File: config.mk
export PLATFORM = sky130hd
export DESIGN_NAME = pcs_port_cmd
export DESIGN_NICKNAME = d
export VERILOG_FILES = /design/src/include/pcs_pkg.sv /design/src/hw/pcs_port_cmd.sv
export SDC_FILE = /design/constraint.sdc
export NUM_CORES = 1
export LEC_CHECK = 0
export BUFFER_PORTS_ARGS = -buffer_cell sky130_fd_sc_hd__buf_2
export CAP_MARGIN = 10
export CORE_MARGIN = 2
export CORE_UTILIZATION = 40
export DETAILED_ROUTE_END_ITERATION = 8
export SYNTH_ARGS = -nofsm -noshare
export SYNTH_HDL_FRONTEND = slang
export SYNTH_SLANG_ARGS = --single-unit
export TNS_END_PERCENT = 5
File: constraint.sdc
create_clock -name clk_i -period 12.2 [get_ports clk_i]
set_input_delay 0.61 -clock clk_i [delete_from_list [all_inputs] [get_ports clk_i]]
set_output_delay 0.61 -clock clk_i [all_outputs]
set_load 0.005 [all_outputs]
File: src/include/pcs_pkg.sv
// constants for the port command and status register bank
package pcs_pkg;
	localparam logic [31:0] PORT_COMMAND_STATUS_ADDR = 32'h0000_0018;
	localparam int          EXT_SIGNAL_PORT_BIT      = 21;
	localparam int          COLD_PRES_SUPPORT_BIT    = 20;
	localparam int          SWITCH_FITTED_BIT        = 19;
	localparam int          HOT_PLUG_PORT_BIT        = 18;
	localparam int          MULT_ATTACHED_BIT        = 17;
	localparam int          COLD_PRES_STATE_BIT      = 16;
	localparam int          CMD_LIST_RUNNING_BIT     = 15;
	localparam int          FRAME_RX_RUNNING_BIT     = 14;
	localparam int          SWITCH_STATE_BIT         = 13;
	localparam int          CUR_SLOT_LSB             = 8;
	localparam int          FRAME_RX_ENABLE_BIT      = 4;
	localparam int          LIST_START_BIT           = 0;
	localparam int          SLOT_W                   = 5;
	localparam int          SLOTS                    = 32;
	localparam logic        LIST_START_RST           = 1'b0;
	localparam logic        FRAME_RX_ENABLE_RST      = 1'b0;
	localparam logic        MULT_ATTACHED_RST        = 1'b0;
	localparam logic [4:0]  CUR_SLOT_RST             = 5'h00;
	localparam logic [1:0]  RESP_OKAY                = 2'h0;
	localparam logic [1:0]  RESP_SLVERR              = 2'h2;
endpackage

File: src/hw/pcs_port_cmd.sv
// port command and status register bank with axi4-lite slave and slot rotation
//
// Contract
// external signal port flag is a strap; when set, external port support reads 1
// external signal port and hot plug port never both read 1
// cold presence support strap; when set hot plug port reads 1 (code: only while external signal port is 0)
// presence switch fitted strap; when set hot plug port reads 1 (code: only while external signal port is 0)
// hot plug port is a read-only strap for a combined blind-mate connector
// multiplier attached resets 0, writable only with multiplier support, never set by hardware
// software sets multiplier attached only while list start is 0
// cold presence state shows live cold presence detection result
// command list running resets 0, reads 1 exactly while that engine runs
// frame receive running resets 0, reads 1 exactly while that engine runs
// switch state: 1 open, 0 closed; always 0 without switch support
// software trusts switch state only with support and fitted flags set
// current slot is read-only and holds the slot being issued while started
// current slot forced to zero when list start falls
// after start rises slot 0 has priority, then rotation from slot after current
// frame receive enable resets 0; while 1 frames may be posted
// with receive enable 0 frames are rejected except first d2h frame after link init
// software sets receive enable only after frame base is valid
// software clears receive enable and waits for not running before moving base
// list start enables processing; each rise restarts at list entry 0
// writes to read-only and reserved bits ignored; reserved bits read 0
`timescale 1ns/1ps
`default_nettype none
module pcs_port_cmd (
	input  wire logic        clk_i,
	input  wire logic        arst_n_i,
	// axi4-lite slave
	input  wire logic [31:0] s_axi_awaddr_i,
	input  wire logic        s_axi_awvalid_i,
	output logic             s_axi_awready_o,
	input  wire logic [31:0] s_axi_wdata_i,
	input  wire logic [3:0]  s_axi_wstrb_i,
	input  wire logic        s_axi_wvalid_i,
	output logic             s_axi_wready_o,
	output logic [1:0]       s_axi_bresp_o,
	output logic             s_axi_bvalid_o,
	input  wire logic        s_axi_bready_i,
	input  wire logic [31:0] s_axi_araddr_i,
	input  wire logic        s_axi_arvalid_i,
	output logic             s_axi_arready_o,
	output logic [31:0]      s_axi_rdata_o,
	output logic [1:0]       s_axi_rresp_o,
	output logic             s_axi_rvalid_o,
	input  wire logic        s_axi_rready_i,
	// straps, captured once after reset release
	input  wire logic        external_signal_port_i,
	input  wire logic        cold_presence_support_i,
	input  wire logic        presence_switch_fitted_i,
	input  wire logic        hot_plug_port_i,
	input  wire logic        multiplier_support_i,
	input  wire logic        presence_switch_support_i,
	input  wire logic        external_port_support_i,
	// live status
	input  wire logic        cold_presence_i,
	input  wire logic        presence_switch_open_i,
	input  wire logic        cmd_list_running_i,
	input  wire logic        frame_rx_running_i,
	// command slot issue
	input  wire logic [31:0] command_issue_i,
	input  wire logic        slot_issued_i,
	// frame receive gate
	input  wire logic        link_init_i,
	input  wire logic        frame_arrive_i,
	input  wire logic        frame_is_d2h_reg_i,
	// outputs to the engines
	output logic             list_start_o,
	output logic             frame_rx_enable_o,
	output logic             multiplier_attached_o,
	output logic             external_port_support_o,
	output logic [4:0]       current_slot_o,
	output logic [4:0]       next_slot_o,
	output logic             next_slot_valid_o,
	output logic             frame_accept_o,
	output logic             frame_reject_o
);

////////////////////////////////////////////////////////////////////////////////
	// first pending slot at or after base, wrapping round
	function automatic logic [5:0] pick_slot(input logic [31:0] pend, input logic [4:0] base);
		logic [5:0] res;
		logic [4:0] idx;
		res = 6'h00;
		for (int k = pcs_pkg::SLOTS - 1; k >= 0; k--) begin
			idx = 5'(base + 5'(k));
			if (pend[idx]) begin
				res = {1'b1, idx};
			end
		end
		return res;
	endfunction

////////////////////////////////////////////////////////////////////////////////
	logic        strap_done;
	logic        ext_port;
	logic        cold_sup;
	logic        sw_fitted;
	logic        hot_plug;
	logic        mult_sup;
	logic        sw_sup;
	logic        list_start;
	logic        start_prev;
	logic        rx_en;
	logic        mult_att;
	logic        cold_state;
	logic        cmd_run;
	logic        rx_run;
	logic        sw_state;
	logic [4:0]  cur_slot;
	logic [4:0]  prio_base;
	logic        first_d2h_open;
	logic        aw_held;
	logic        w_held;
	logic [31:0] aw_addr;
	logic [31:0] w_data;
	logic [3:0]  w_strb;

	// straps resolved so exclusive flags can never both show: external port wins
	wire         hp_resolve = (hot_plug_port_i | cold_presence_support_i | presence_switch_fitted_i)
	                          & ~external_signal_port_i;
	wire         do_write   = aw_held && w_held && !s_axi_bvalid_o;
	wire         wr_hit     = (aw_addr == pcs_pkg::PORT_COMMAND_STATUS_ADDR);
	wire         wr_b0      = do_write && wr_hit && w_strb[0];
	wire         wr_b2      = do_write && wr_hit && w_strb[2];
	wire         rd_take    = s_axi_arvalid_i && s_axi_arready_o;
	wire         rd_hit     = (s_axi_araddr_i == pcs_pkg::PORT_COMMAND_STATUS_ADDR);
	wire         start_rise = list_start && !start_prev;
	wire         start_fall = !list_start && start_prev;
	wire [5:0]   choice     = pick_slot(command_issue_i, prio_base);
	wire         gate_open  = rx_en || (first_d2h_open && frame_is_d2h_reg_i);
	wire [31:0]  reg_value  = {10'h000, ext_port, cold_sup, sw_fitted, hot_plug, mult_att, cold_state,
	                           cmd_run, rx_run, sw_state, cur_slot, 3'h0, rx_en, 3'h0, list_start};

////////////////////////////////////////////////////////////////////////////////
	// straps are sampled on the first edge after reset, never by the reset itself
	always_ff @(posedge clk_i or negedge arst_n_i) begin
		if (!arst_n_i) begin
			strap_done <= 1'b0;
			ext_port   <= 1'b0;
			cold_sup   <= 1'b0;
			sw_fitted  <= 1'b0;
			hot_plug   <= 1'b0;
			mult_sup   <= 1'b0;
			sw_sup     <= 1'b0;
			external_port_support_o <= 1'b0;
		end else if (!strap_done) begin
			strap_done <= 1'b1;
			ext_port   <= external_signal_port_i;
			cold_sup   <= cold_presence_support_i;
			sw_fitted  <= presence_switch_fitted_i;
			hot_plug   <= hp_resolve;
			mult_sup   <= multiplier_support_i;
			sw_sup     <= presence_switch_support_i;
			external_port_support_o <= external_port_support_i | external_signal_port_i;
		end
	end

	// live status mirrors, one cycle of latency
	always_ff @(posedge clk_i or negedge arst_n_i) begin
		if (!arst_n_i) begin
			cold_state <= 1'b0;
			cmd_run    <= 1'b0;
			rx_run     <= 1'b0;
			sw_state   <= 1'b0;
		end else begin
			cold_state <= cold_presence_i;
			cmd_run    <= cmd_list_running_i;
			rx_run     <= frame_rx_running_i;
			sw_state   <= sw_sup && presence_switch_open_i;
		end
	end

////////////////////////////////////////////////////////////////////////////////
	// software-written bits; hardware itself never sets the multiplier flag
	always_ff @(posedge clk_i or negedge arst_n_i) begin
		if (!arst_n_i) begin
			list_start <= pcs_pkg::LIST_START_RST;
			rx_en      <= pcs_pkg::FRAME_RX_ENABLE_RST;
			mult_att   <= pcs_pkg::MULT_ATTACHED_RST;
		end else begin
			if (wr_b0) begin
				list_start <= w_data[pcs_pkg::LIST_START_BIT];
				rx_en      <= w_data[pcs_pkg::FRAME_RX_ENABLE_BIT];
			end
			// relies on software not setting it while started
			if (wr_b2 && mult_sup) begin
				mult_att <= w_data[pcs_pkg::MULT_ATTACHED_BIT];
			end
		end
	end

	// slot pointer: zero on start edges, rotates past each issued slot
	always_ff @(posedge clk_i or negedge arst_n_i) begin
		if (!arst_n_i) begin
			start_prev <= 1'b0;
			cur_slot   <= pcs_pkg::CUR_SLOT_RST;
			prio_base  <= 5'h00;
		end else begin
			start_prev <= list_start;
			if (start_fall || start_rise) begin
				cur_slot  <= 5'h00;
				prio_base <= 5'h00;
			end else if (slot_issued_i && list_start && next_slot_valid_o) begin
				cur_slot  <= next_slot_o;
				prio_base <= 5'(next_slot_o + 5'h01);
			end
		end
	end

	// offered choice is registered, so the engine sees it one cycle after the pending change
	always_ff @(posedge clk_i or negedge arst_n_i) begin
		if (!arst_n_i) begin
			next_slot_o       <= 5'h00;
			next_slot_valid_o <= 1'b0;
		end else begin
			next_slot_o       <= choice[4:0];
			next_slot_valid_o <= choice[5] && list_start && !start_rise;
		end
	end

////////////////////////////////////////////////////////////////////////////////
	// first d2h frame after link init passes even with receive disabled
	always_ff @(posedge clk_i or negedge arst_n_i) begin
		if (!arst_n_i) begin
			first_d2h_open <= 1'b0;
			frame_accept_o <= 1'b0;
			frame_reject_o <= 1'b0;
		end else begin
			frame_accept_o <= frame_arrive_i && gate_open;
			frame_reject_o <= frame_arrive_i && !gate_open;
			if (link_init_i) begin
				first_d2h_open <= 1'b1;
			end else if (frame_arrive_i && frame_is_d2h_reg_i) begin
				first_d2h_open <= 1'b0;
			end
		end
	end

	always_ff @(posedge clk_i or negedge arst_n_i) begin
		if (!arst_n_i) begin
			list_start_o          <= 1'b0;
			frame_rx_enable_o     <= 1'b0;
			multiplier_attached_o <= 1'b0;
			current_slot_o        <= 5'h00;
		end else begin
			list_start_o          <= list_start;
			frame_rx_enable_o     <= rx_en;
			multiplier_attached_o <= mult_att;
			current_slot_o        <= cur_slot;
		end
	end

////////////////////////////////////////////////////////////////////////////////
	// axi4-lite write: address and data held independently, response after both
	always_ff @(posedge clk_i or negedge arst_n_i) begin
		if (!arst_n_i) begin
			aw_held <= 1'b0;
			w_held  <= 1'b0;
			aw_addr <= 32'h0000_0000;
			w_data  <= 32'h0000_0000;
			w_strb  <= 4'h0;
			s_axi_bvalid_o <= 1'b0;
			s_axi_bresp_o  <= pcs_pkg::RESP_OKAY;
		end else begin
			if (s_axi_awvalid_i && s_axi_awready_o) begin
				aw_held <= 1'b1;
				aw_addr <= s_axi_awaddr_i;
			end
			if (s_axi_wvalid_i && s_axi_wready_o) begin
				w_held <= 1'b1;
				w_data <= s_axi_wdata_i;
				w_strb <= s_axi_wstrb_i;
			end
			if (do_write) begin
				aw_held        <= 1'b0;
				w_held         <= 1'b0;
				s_axi_bvalid_o <= 1'b1;
				s_axi_bresp_o  <= wr_hit ? pcs_pkg::RESP_OKAY : pcs_pkg::RESP_SLVERR;
			end else if (s_axi_bvalid_o && s_axi_bready_i) begin
				s_axi_bvalid_o <= 1'b0;
			end
		end
	end

	always_ff @(posedge clk_i or negedge arst_n_i) begin
		if (!arst_n_i) begin
			s_axi_awready_o <= 1'b0;
			s_axi_wready_o  <= 1'b0;
			s_axi_arready_o <= 1'b0;
		end else begin
			s_axi_awready_o <= !aw_held && !(s_axi_awvalid_i && s_axi_awready_o) && !do_write;
			s_axi_wready_o  <= !w_held && !(s_axi_wvalid_i && s_axi_wready_o) && !do_write;
			s_axi_arready_o <= !s_axi_rvalid_o && !rd_take;
		end
	end

	// axi4-lite read: one cycle after the address is taken
	always_ff @(posedge clk_i or negedge arst_n_i) begin
		if (!arst_n_i) begin
			s_axi_rvalid_o <= 1'b0;
			s_axi_rdata_o  <= 32'h0000_0000;
			s_axi_rresp_o  <= pcs_pkg::RESP_OKAY;
		end else if (rd_take) begin
			s_axi_rvalid_o <= 1'b1;
			s_axi_rdata_o  <= rd_hit ? reg_value : 32'h0000_0000;
			s_axi_rresp_o  <= rd_hit ? pcs_pkg::RESP_OKAY : pcs_pkg::RESP_SLVERR;
		end else if (s_axi_rvalid_o && s_axi_rready_i) begin
			s_axi_rvalid_o <= 1'b0;
		end
	end

////////////////////////////////////////////////////////////////////////////////
	excl_flags_a: assert property (@(posedge clk_i) disable iff (!arst_n_i)
		!(ext_port && hot_plug)) else $error("external and hot plug flags both set");
	ext_support_a: assert property (@(posedge clk_i) disable iff (!arst_n_i)
		strap_done && ext_port |-> external_port_support_o) else $error("external support missing");
	cold_hotplug_a: assert property (@(posedge clk_i) disable iff (!arst_n_i)
		strap_done && (cold_sup || sw_fitted) && !ext_port |-> hot_plug) else $error("hot plug flag missing");
	mult_locked_a: assert property (@(posedge clk_i) disable iff (!arst_n_i)
		!mult_sup |=> !mult_att) else $error("multiplier flag changed without support");
	// the edge that releases reset still loads zeros, so mirrors are checked from the next one
	cmd_running_a: assert property (@(posedge clk_i) disable iff (!arst_n_i)
		$past(arst_n_i) |-> cmd_run == $past(cmd_list_running_i)) else $error("running flag does not follow engine");
	rx_running_a: assert property (@(posedge clk_i) disable iff (!arst_n_i)
		$past(arst_n_i) |-> rx_run == $past(frame_rx_running_i)) else $error("receive running flag wrong");
	switch_zero_a: assert property (@(posedge clk_i) disable iff (!arst_n_i)
		!sw_sup |=> !sw_state) else $error("switch state set without support");
	slot_clear_a: assert property (@(posedge clk_i) disable iff (!arst_n_i)
		start_fall |=> cur_slot == 5'h00 ##1 current_slot_o == 5'h00) else $error("slot not cleared");
	rx_reject_a: assert property (@(posedge clk_i) disable iff (!arst_n_i)
		frame_arrive_i && !rx_en && !frame_is_d2h_reg_i |=> frame_reject_o && !frame_accept_o)
		else $error("frame accepted with receive disabled");
	reserved_zero_a: assert property (@(posedge clk_i) disable iff (!arst_n_i)
		s_axi_rvalid_o |-> s_axi_rdata_o[7:5] == 3'h0 && s_axi_rdata_o[3:1] == 3'h0)
		else $error("reserved bits read nonzero");
	rotate_next_a: assert property (@(posedge clk_i) disable iff (!arst_n_i)
		slot_issued_i && list_start && next_slot_valid_o && !start_fall && !start_rise
		|=> prio_base == 5'($past(next_slot_o) + 5'h01)) else $error("priority did not rotate");

endmodule
`default_nettype wire

Word level (Yosys, flattened, before mapping):

Cells that the tools add are included.

* multiplexer cells: 113
* $add $sub $neg: 32
* bitwise operators: 5
* equality and inequality tests: 2
* magnitude comparators: 32
* reductions and logical operators: 47

Operators with widths (number)
* < comparator 5 x 6 -> 1 bit, second input constant: 32
* two-way mux 6 bit: 32
* binary-select mux 1 bit (select 5 bit): 32
* adder 5 bit, second input constant: 16
* == test 32 x 5 -> 1 bit, second input constant: 2
* two-way mux 1 bit: 42
* adder 5 x 4 -> 5 bit, second input constant: 8
* logical AND 1 bit: 27
* two-way mux 22 bit: 1
* adder 5 x 3 -> 5 bit, second input constant: 4
* two-way mux 5 bit: 4
* zero test 1 bit: 12
* nonzero test 2 bit: 6
* adder 5 x 1 -> 5 bit, second input constant: 2
* adder 5 x 2 -> 5 bit, second input constant: 2
* two-way mux 2 bit: 2
* OR 1 bit: 3
* logical OR 1 bit: 2
* bitwise AND 1 bit: 1
* inverter 1 bit: 1

* logic and storage cells: 270
* output and inout port bits: 58
* flip-flop bits (word level): 138

Longest topological paths before layout:

Gate-level depths: netlist of the first run.

* depth in word-level cells: 37
* mapped depth: 17
* depth with buffers taken out: 12

Worst setup path after synthesis of the first run:

Ideal clock, no wire load.

* kind: register -> register
* start point: reg prio_base[2]
* end point: reg next_slot_o[1]
* buffers on the path: 4
* path slack: 7477 ps
* period minus slack after synthesis: 4723 ps
* arrival time: 4647 ps
* stages on the path, launching flop included: 17
* cell sequence: dfrtp_1 buf_2 clkbuf_1 inv_1 clkbuf_1 clkbuf_1 ha_1 xor2_1 mux4_2 mux2_2 mux4_2 or4_1 o22ai_2 nor4_2 o311ai_1 a2111oi_1 o21ai_1

* word-level cells in the longest chain between the ends: 35
* elaborated cells between the ends (all ways): 127
* classes of those cells: add/sub (31); mux (96)

Ends and longest elaborated chain
* start, declared: RTL line pcs_port_cmd.sv:112 `logic [4:0] prio_base;`
* start signal, assigned: RTL line pcs_port_cmd.sv:207 `prio_base <= 5'(next_slot_o + 5'h01);`
* adder 5 bit: RTL line pcs_port_cmd.sv:87 `idx = 5'(base + 5'(k));`
* binary-select mux 1 bit (select 5 bit): RTL line pcs_port_cmd.sv:88 `if (pend[idx]) begin`
* two-way mux 1 bit (implied by the code): RTL line pcs_port_cmd.sv:88
* two-way mux 6 bit (31 in a row): RTL line pcs_port_cmd.sv:88
* two-way mux 6 bit (*): RTL line pcs_port_cmd.sv:88
* net choice[1]: RTL line pcs_port_cmd.sv:131 `wire [5:0] choice = pick_slot(command_issue_i, prio_base);`
* end signal, assigned: RTL line pcs_port_cmd.sv:218 `next_slot_o <= choice[4:0];`
* end, declared: RTL line pcs_port_cmd.sv:74 `output logic [4:0] next_slot_o,`

Mark *: on every way through the listed nets, which the timed path passes. The rest lies on a longest branch. The select of a mux whose other input is x is not followed.
A chain may end at the register's enable or synchronous reset.

Final worst setup path of the first run:

* start point: reg prio_base[1]
* end point: reg next_slot_o[1]

The elaborated chain is that of the path after synthesis.

==> results of run 1 <==
Yosys cell counts (5+ instances only):
cell       number  area, um^2
a211oi_1       10        75.1
a21o_1          8        60.1
a21oi_1        41         205
a22o_1         29         254
a22oi_1         9        67.6
a31oi_1        12        75.1
and2_1         14        87.6
buf_1           6        22.5
buf_2          17        85.1
buf_4          22         165
buf_6           6        67.6
clkbuf_1       25        93.8
dfrtp_1       104        2600
ha_1           13         163
inv_1          24        90.1
mux2_2         67         754
mux2i_1        61         611
mux4_1          8         210
mux4_2         75        1690
nand2_1        99         372
nand2b_1        9        56.3
nand3_1        24         120
nand4_1         8        50.1
nor2_1         53         199
nor2b_1         6        37.5
nor3_1         16        80.1
nor4_1         17         106
o2111ai_1       9        78.8
o211ai_1       12        90.1
o21a_1          6        45.0
o21ai_0        29         145
o21ai_1         6        30.0
o221ai_1        5        43.8
o22ai_1         5        31.3
o31ai_1         5        37.5
or3_1           6        37.5
xnor2_1        26         228
xor2_1          7        61.3
cell families after synthesis:
kind of cell | Yosys count
AND/OR/NAND/NOR | 270
AO/OA/AOI/OAI | 229
multiplexers | 221
buffers and inverters | 106
flip-flops | 104
XOR/XNOR | 37
adder cells (fa/ha/maj) | 13
other | 2
critical path: stages (launching register included):
cell and delay, ns:
dfrtp_2 0.56, inv_2 0.04, buf_4 0.25, ha_1 0.71, buf_4 0.35, mux4_2 0.47
mux4_1 0.65, mux2i_1 0.80, a211oi_1 0.20, a211oi_2 0.23, o311ai_1 0.17, a2111oi_1 0.47
o21ai_1 0.11
flip-flops by register name, summed over array words and instances, names as in the netlist, 2 cells and up:
name,cells
aw_addr,32
cur_slot,5
current_slot_o,5
next_slot_o,5
prio_base,5
s_axi_rdata_o,16
w_data,3
w_strb,2
routing by layer:
metal | GRT usage (%) | wire [um] | up-vias
li1 | - | - | 4041
met1 | 33.7 | 13700 | 4424
met2 | 37.0 | 14200 | 502
met3 | 3.51 | 2640 | 79
met4 | 9.61 | 1220 | 0
met5 | 0 | 0 | -
per-stage QoR:
step,hold WS [ns],instances,utilization (%),power (mW),worst slack [ns]
2_1_floorplan,0.314,999,-,0.640,7.48
3_3_place_gp,0.385,1431,44.2,0.720,7.12
3_5_place_dp,0.386,1431,44.2,0.726,7.18
4_1_cts,0.192,1447,45.4,1.01,7.15
5_1_grt,0.212,1447,45.4,1.06,6.78
6_report,0.189,1447,45.4,1.00,7.04
where the power goes:
part / total, mW / internal [mW] / leakage [nW] / switching (mW)
clock network: 0.280 / 0.149 / 0.150 / 0.131
registers: 0.461 / 0.422 / 1.31 / 0.0388
logic: 0.259 / 0.133 / 3.18 / 0.127
cell type report:
type                    count  area [um^2]
fillers                  2405        13600
multi-input cells         789         6960
flip-flops and latches    104         2610
repair buffers            179          941
well taps                 330          413
clock buffers              10          239
inverters                  29          109
clock inverters             6         61.3
final timing paths:
kind | start | to | slack [ns] | depth (start not counted)
max | prio_base[1] | next_slot_o[1] | 7.04 | 12
min in group clk_i | cold_presence_i | cold_state | 0.38 | 1
max in group asynchronous | arst_n_i | prio_base[1] | 10.74 | 2
min | arst_n_i | aw_addr[26] | 0.19 | 1
min reg2reg | mult_att | multiplier_attached_o | 0.40 | 0
max reg2reg | prio_base[1] | next_slot_o[1] | 7.04 | 12
==> flow_metrics.py, run 1 <==
metrics = {
    "outcome": {
        "status": "completed",
    },
    "route": {
        "vias": 9046,
        "vias_per_cell": 6.25,
        "wl_mm": 31.8,
        "first_pass_iters": 5,
        "drt_iter0_markers": 1031,
        "wire_per_inst_um": 22.0,
        "drcViolationCount": 0,
        "antenna_left": 0,
    },
    "synthesis": {
        "synth_cell_type_count": 84,
        "synth-edff-count": 0,
        "synthMuxAreaShare_pct": 33.8,
        "ys_warn_count": 0,
        "synth_top_family_by_area": "multiplexers",
        "synth_xor_area_share_pct": 3.63,
        "syn_inst": 982,
        "synth_area_per_cell_um2": 10.2,
        "async_flop_share_pct": 100,
        "yosys.area_share.simple_pct": 12.8,
        "synth-seq-cells": 104,
        "yosysSeqAreaShare_pct": 25.9,
        "synth_area_mm2": 0.0101,
        "dominantRegCellSynth": "dfrtp_1",
        "synth-adder-area-share_pct": 1.62,
        "synth-compound-area-share_pct": 16.6,
    },
    "power": {
        "power_leakage_nw": 4.63,
        "powerDensity_mw_per_mm2": 88.3,
        "power.ir.vdd_worst_mv": 0.0790,
    },
    "die": {
        "start_util_pct": 40.3,
        "rows": 58,
        "dieArea_mm2": 0.0264,
        "core_area_mm2": 0.0250,
        "num_io_pins": 212,
        "die_x_um": 163,
        "die_height_um": 163,
    },
    "sta": {
        "slew_headroom_pct": 25.3,
        "finClkSkew_ns": 0.0100,
        "fin_setup_tns_ns": 0,
        "timing.final.crit_share_pct": 42.3,
        "hold_violations": 0,
        "timing.fmax_mhz": 194,
        "finalSetupViolations": 0,
        "tightestPinTransition_ns": 1.11,
        "rsz0062_at_grt": "false",
        "final_max_slew_viol_count": 0,
        "final.min_clock_period_ns": 5.16,
    },
    "placement": {
        "portBuffers": 162,
        "place_area_mm2": 0.0110,
        "dp_hpwl_mm": 24.1,
        "globalplace.congestion": 0.931,
    },
    "cts": {
        "cts_setup_buffers": 0,
        "cts_tree": "built",
        "ctsResizeCount": 0,
        "cts_buffers": 9,
        "clock-sinks": 104,
        "clk_latency_ns": 0.34,
        "hold_buffers": 0,
        "cts_max_level": 3,
        "cts_buffer_depth": 2,
        "cts.clk_slew.worst_paths_ns": 0.08,
        "cts_root_buf": "clkbuf_16",
    },
    "worst_setup_path": {
        "worstSetupEndpointType": "flip-flop",
        "cp_data_required_time_ns": 12.41,
        "critPathKind": "flip-flop to flip-flop",
        "critPathArrivalTime_ns": 5.37,
        "crit_fanout": 22,
        "start_kind": "flip-flop",
    },
    "finish": {
        "num-nets-final": 1279,
        "area_growth_pct": 12.6,
        "final_common_cell": "buf_2",
        "layout_common_cells": "buf_2, dfrtp_1, nand2_1",
        "drive_gt1_share_pct": 33.0,
        "antennaDiodeCount": 0,
        "design_area_mm2": 0.0113,
    },
    "grt": {
        "grt_pass1_vias": 8405,
        "antenna_found_initial": 0,
        "grt_max_degree": 74,
        "grt_overflow": 0,
        "track_usage_pct": 23.9,
        "grt_pass1_wl_mm": 49.2,
    },
    "hold_path": {
        "hp-class": "input pin to async pin",
    },
    "flow_run": {
        "cap_viol_max_count": 0,
    },
}
(Power assumes the default switching activity.)
==> run 2: changes to the inputs <==
- clock period: 12.2 -> 5.4 ns (I/O delays scaled with it)
==> run 2 against run 1 <==
  * Via count grew 1.2%
  * Total power grew 120%
  * Worst setup slack lost 6.3 ns
  * Die area is the same
  * Combinational power grew 130%
  * Routed wire length grew 5.0%
  * Global-route usage grew 0.90 points
==> flow_metrics.py, run 2 (synthesis results as in run 1) <==
metrics = {
    "sta": {
        "timing.fmax_mhz": 213,
        "hold_violations": 0,
        "finalSetupViolations": 0,
        "timing.final.crit_share_pct": 86.8,
        "final_max_slew_viol_count": 0,
        "rsz0062_at_grt": "false",
        "tightestPinTransition_ns": 1.04,
        "slew_headroom_pct": 30.8,
        "fin_setup_tns_ns": 0,
        "fin_ws_ns": 0.712,
        "final.min_clock_period_ns": 4.69,
        "finClkSkew_ns": 0.00898,
    },
    "outcome": {
        "status": "completed",
    },
    "worst_setup_path": {
        "crit_path_cell_trace": "inv_1, ha_1, xor2_1, buf_4, mux4_2, mux2_2, a22oi_1, nand2_1, a31oi_1, o2bb2ai_1, o31a_1, a2111oi_0, a21oi_1",
        "crit_fanout": 8,
        "worstReg2RegEnd": "next_slot_o[2]",
        "cp_data_required_time_ns": 5.60,
        "critPathArrivalTime_ns": 4.89,
        "cp_slowest_cell": "a22oi_1",
        "r2r_slack_ns": 0.71,
        "critPathKind": "flip-flop to flip-flop",
        "start_kind": "flip-flop",
        "r2r-start": "prio_base[2]",
        "worstSetupEndpointType": "flip-flop",
        "slowest_delay_ns": 0.63,
        "reg2reg_depth": 13,
    },
    "route": {
        "vias_per_cell": 6.26,
        "drt_iter0_markers": 964,
        "wire_per_inst_um": 22.8,
        "antenna_left": 0,
        "vias": 9155,
        "drcViolationCount": 0,
        "first_pass_iters": 5,
        "wl_mm": 33.4,
    },
    "cts": {
        "cts_root_buf": "clkbuf_16",
        "cts_max_level": 3,
        "clk_latency_ns": 0.34,
        "cts_tree": "built",
        "clock-sinks": 104,
        "cts_buffers": 9,
        "cts_buffer_depth": 2,
        "ctsResizeCount": 0,
        "cts.clk_slew.worst_paths_ns": 0.06,
        "cts_setup_buffers": 0,
    },
    "grt": {
        "track_usage_pct": 24.8,
        "grt_pass1_vias": 8699,
        "antenna_found_initial": 0,
        "grt_overflow": 0,
        "grt_pass1_wl_mm": 50.8,
        "grt_max_degree": 86,
    },
    "finish": {
        "final_cells": 1462,
        "top_regs": "aw_addr: 32 flops, s_axi_rdata_o: 16 flops",
        "largest_register_ffs": 32,
        "area_growth_pct": 13.6,
        "drive_gt1_share_pct": 33.7,
        "layout_common_cells": "buf_2, dfrtp_1, nand2_1",
        "num-nets-final": 1294,
        "antennaDiodeCount": 0,
        "regMostFlops": "aw_addr",
        "final_common_cell": "buf_2",
    },
    "power": {
        "p_sw_share_pct": 29.7,
        "internal_power_mw": 1.58,
        "power.switching_mw": 0.667,
        "pwr-share-seq_pct": 46.4,
        "power_leakage_nw": 4.70,
        "clockPowerShare_pct": 27.1,
        "pwr-share-comb_pct": 26.5,
        "powerDensity_mw_per_mm2": 196,
        "power.ir.vdd_worst_mv": 0.203,
    },
    "placement": {
        "place_worst_setup_slack_ns": 0.834,
        "globalplace.congestion": 1.00,
        "dpl.cell_count": 1445,
        "dp_hpwl_mm": 25.6,
        "portBuffers": 162,
    },
    "die": {
        "die_height_um": 163,
        "die_x_um": 163,
        "start_util_pct": 40.3,
        "rows": 58,
        "core_area_mm2": 0.0250,
        "num_io_pins": 212,
        "dieArea_mm2": 0.0264,
    },
    "hold_path": {
        "hold_end": "cold_state",
        "worstHoldPathCells": 1,
        "hp-class": "input pin to flip-flop",
        "hold_path.startpoint": "cold_presence_i",
    },
    "flow_run": {
        "cap_viol_max_count": 0,
    },
}
[run 2: timing repair]
action,CTS,global route
endpoints found under the hold margin,19,0
hold buffers,1,0
setup endpoints to repair,0,0
[run 2: power groups by stage]
stage / Sequential [mW] / Combinational, mW / Clock, mW
after floorplan: 1.04 / 0.410 / 0
after global placement: 1.05 / 0.582 / 0
after detailed placement: 1.06 / 0.591 / 0
after CTS: 1.04 / 0.594 / 0.631
after global routing: 1.06 / 0.648 / 0.659
final: 1.04 / 0.595 / 0.607
[run 2: worst max-delay path by stage]
stage,start,to,slack [ns],cells past startpoint
after global placement,prio_base[0],next_slot_o[1],0.87,12
after floorplan,prio_base[2],next_slot_o[1],0.68,16
after detailed placement,prio_base[0],next_slot_o[1],0.83,12
after global routing,prio_base[1],next_slot_o[2],0.52,12
final,prio_base[2],next_slot_o[2],0.71,13
after CTS,prio_base[0],next_slot_o[1],0.82,12
[run 2: layer usage]
metal  up-vias  share of wire, %  GRT usage, %
met5         -                 0             0
met4         0               3.1          9.05
met3        58               8.3          3.64
met2       510                46          39.8
met1      4517                43          34.1
li1       4070                 -             -
[run 2: stage by stage]
stage	hold WS, ns	utilization, %	instance area, um^2	total power, mW
finish	0.0382	45.8	11400	2.24
detailed placement	0.161	44.6	11100	1.65
floorplan	-0.0256	-	10100	1.45
global placement	0.157	44.6	11100	1.63
CTS	0.0215	45.8	11400	2.27
global route	0.0222	45.8	11400	2.37
[run 2: critical path, delay by kind of cell, from the launching register on]
kind | cells | cell delay [ns]
simple gates | 1 | 0.42
buf+inv | 2 | 0.55
compound gates | 6 | 1.79
fa+ha+maj | 1 | 0.28
mux | 2 | 0.62
xor+xnor | 1 | 0.50
flops | 1 | 0.38
[run 2: layout make-up]
| cell class | count | area [um^2] |
|---|---|---|
| Sequential cell | 104 | 2610 |
| Inverter | 29 | 109 |
| Tap cell | 330 | 413 |
| Multi-Input combinational cell | 789 | 6960 |
| Fill cell | 2420 | 13500 |
| Clock buffer | 10 | 229 |
| Clock inverter | 6 | 53.8 |
| Timing Repair Buffer | 194 | 1060 |
==> run 3: changes to the inputs <==
- CORE_UTILIZATION: 40 -> 57
- PLACE_DENSITY: not set -> 0.83
==> run 3 against run 2 <==
  * Routed wire length is 2.6% lower
  * Sequential power hardly changed
  * Utilization up 20 points
==> flow_metrics.py, run 3 (synthesis results as in run 1) <==
metrics = {
    "outcome": {
        "status": "completed",
    },
    "route": {
        "first_pass_iters": 9,
        "antenna_left": 0,
        "vias": 9454,
        "wire_per_inst_um": 24.0,
        "drt_iter0_markers": 976,
        "vias_per_cell": 6.97,
        "drcViolationCount": 0,
        "wl_mm": 32.5,
    },
    "sta": {
        "final.min_clock_period_ns": 4.80,
        "slew_headroom_pct": 35.2,
        "final_max_slew_viol_count": 0,
        "fin_setup_tns_ns": 0,
        "tightestPinTransition_ns": 0.967,
        "timing.final.crit_share_pct": 89.0,
        "finalSetupViolations": 0,
        "timing.fmax_mhz": 208,
        "finClkSkew_ns": 0.00532,
        "rsz0062_at_grt": "false",
        "hold_violations": 0,
    },
    "worst_setup_path": {
        "critPathArrivalTime_ns": 5.02,
        "cp_data_required_time_ns": 5.61,
        "crit_fanout": 14,
        "critPathKind": "flip-flop to flip-flop",
        "r2r-start": "prio_base[2]",
        "start_kind": "flip-flop",
        "critPathLaunch": "prio_base[2]",
        "worstSetupEndpointType": "flip-flop",
    },
    "power": {
        "pwr-share-seq_pct": 46.5,
        "powerDensity_mw_per_mm2": 201,
        "power_leakage_nw": 4.69,
        "clockPowerShare_pct": 26.7,
        "pwr-share-comb_pct": 26.9,
        "power.ir.vdd_worst_mv": 0.300,
        "internal_power_mw": 1.58,
        "p_sw_share_pct": 30.6,
        "power.switching_mw": 0.697,
    },
    "cts": {
        "cts_buffers": 9,
        "cts_max_level": 3,
        "cts_root_buf": "clkbuf_16",
        "clk_latency_ns": 0.34,
        "clock-sinks": 104,
        "cts.clk_slew.worst_paths_ns": 0.07,
        "cts_buffer_depth": 2,
        "cts_tree": "built",
        "cts_setup_buffers": 0,
    },
    "finish": {
        "final_common_cell": "buf_2",
        "num-nets-final": 1292,
        "layout_common_cells": "buf_2, dfrtp_1, nand2_1",
        "drive_gt1_share_pct": 33.6,
        "largest_register_ffs": 32,
        "regMostFlops": "aw_addr",
        "fin_util_pct": 65.3,
        "design_area_mm2": 0.0113,
        "area_growth_pct": 12.4,
        "top_regs": "aw_addr: 32 flops, s_axi_rdata_o: 16 flops",
    },
    "placement": {
        "dp_hpwl_mm": 24.4,
        "place_area_mm2": 0.0110,
        "globalplace.congestion": 1.10,
        "portBuffers": 162,
    },
    "grt": {
        "track_usage_pct": 35.3,
        "grt_pass1_wl_mm": 50.6,
        "grt_pass1_vias": 9099,
        "grt_overflow": 0,
        "antenna_found_initial": 1,
        "grt_max_degree": 76,
    },
    "flow_run": {
        "cap_viol_max_count": 0,
    },
    "die": {
        "dieArea_mm2": 0.0187,
        "die_height_um": 137,
        "rows": 48,
        "num_io_pins": 212,
        "start_util_pct": 58.2,
        "die_x_um": 137,
        "core_area_mm2": 0.0173,
    },
    "hold_path": {
        "hold_path.startpoint": "cold_presence_i",
        "hp-class": "input pin to flip-flop",
    },
}
[run 3: worst max-delay path: stages, from the launching register on]
cell and delay, ns:
dfrtp_1 0.38, inv_1 0.44, buf_4 0.34, ha_1 0.47
clkinv_1 0.48, mux4_2 0.53, o22ai_1 0.15, nor2_1 0.61
o221ai_1 0.30, a211oi_2 0.20, o311ai_1 0.16, a2111oi_1 0.48
o21ai_1 0.12
[run 3: power groups by stage]
stage	Clock [mW]	Sequential (mW)	Combinational, mW
2_1_floorplan	0	1.04	0.410
3_3_place_gp	0	1.05	0.570
3_5_place_dp	0	1.06	0.593
4_1_cts	0.614	1.05	0.603
5_1_grt	0.645	1.08	0.657
6_report	0.606	1.06	0.611
[run 3: stage by stage]
| step | hold slack (ns) | std cells | worst slack [ns] | total power, mW |
|---|---|---|---|---|
| after floorplan | -0.0256 | 999 | 0.677 | 1.45 |
| after global placement | 0.207 | 1338 | 0.887 | 1.62 |
| after detailed placement | 0.214 | 1338 | 0.864 | 1.66 |
| after CTS | 0.0292 | 1355 | 0.832 | 2.27 |
| after global routing | 0.0291 | 1356 | 0.459 | 2.38 |
| final | 0.0343 | 1357 | 0.595 | 2.27 |
[run 3: worst paths after layout]
kind	slack (ns)	to	cells after the start
max	0.60	next_slot_o[1]	12
min	0.03	cold_state	1
max reg2reg	0.60	next_slot_o[1]	12
min reg2reg	0.40	current_slot_o[4]	0
max in group asynchronous	3.74	prio_base[1]	3
min in group asynchronous	0.40	aw_addr[27]	2
[run 3: cell type report]
type / instances / area [um^2]
inverters: 29 / 109
clock inverters: 6 / 55.1
well taps: 225 / 282
clock buffers: 10 / 229
flip-flops and latches: 104 / 2610
diodes: 2 / 5.00
repair buffers: 192 / 1050
multi-input cells: 789 / 6960
fillers: 1322 / 5990
[run 3: per-layer routing]
metal  global-route usage (%)  routed length [um]
met5                        0                   0
met4                     18.3                1760
met3                     11.0                4230
met2                     55.7               15100
met1                     43.6               11500
[run 3: timing repair]
item / 4_1_cts / 5_1_grt
endpoints found under the hold margin: 29 / 0
hold buffers: 1 / 0
gates resized for setup: 0 / 0
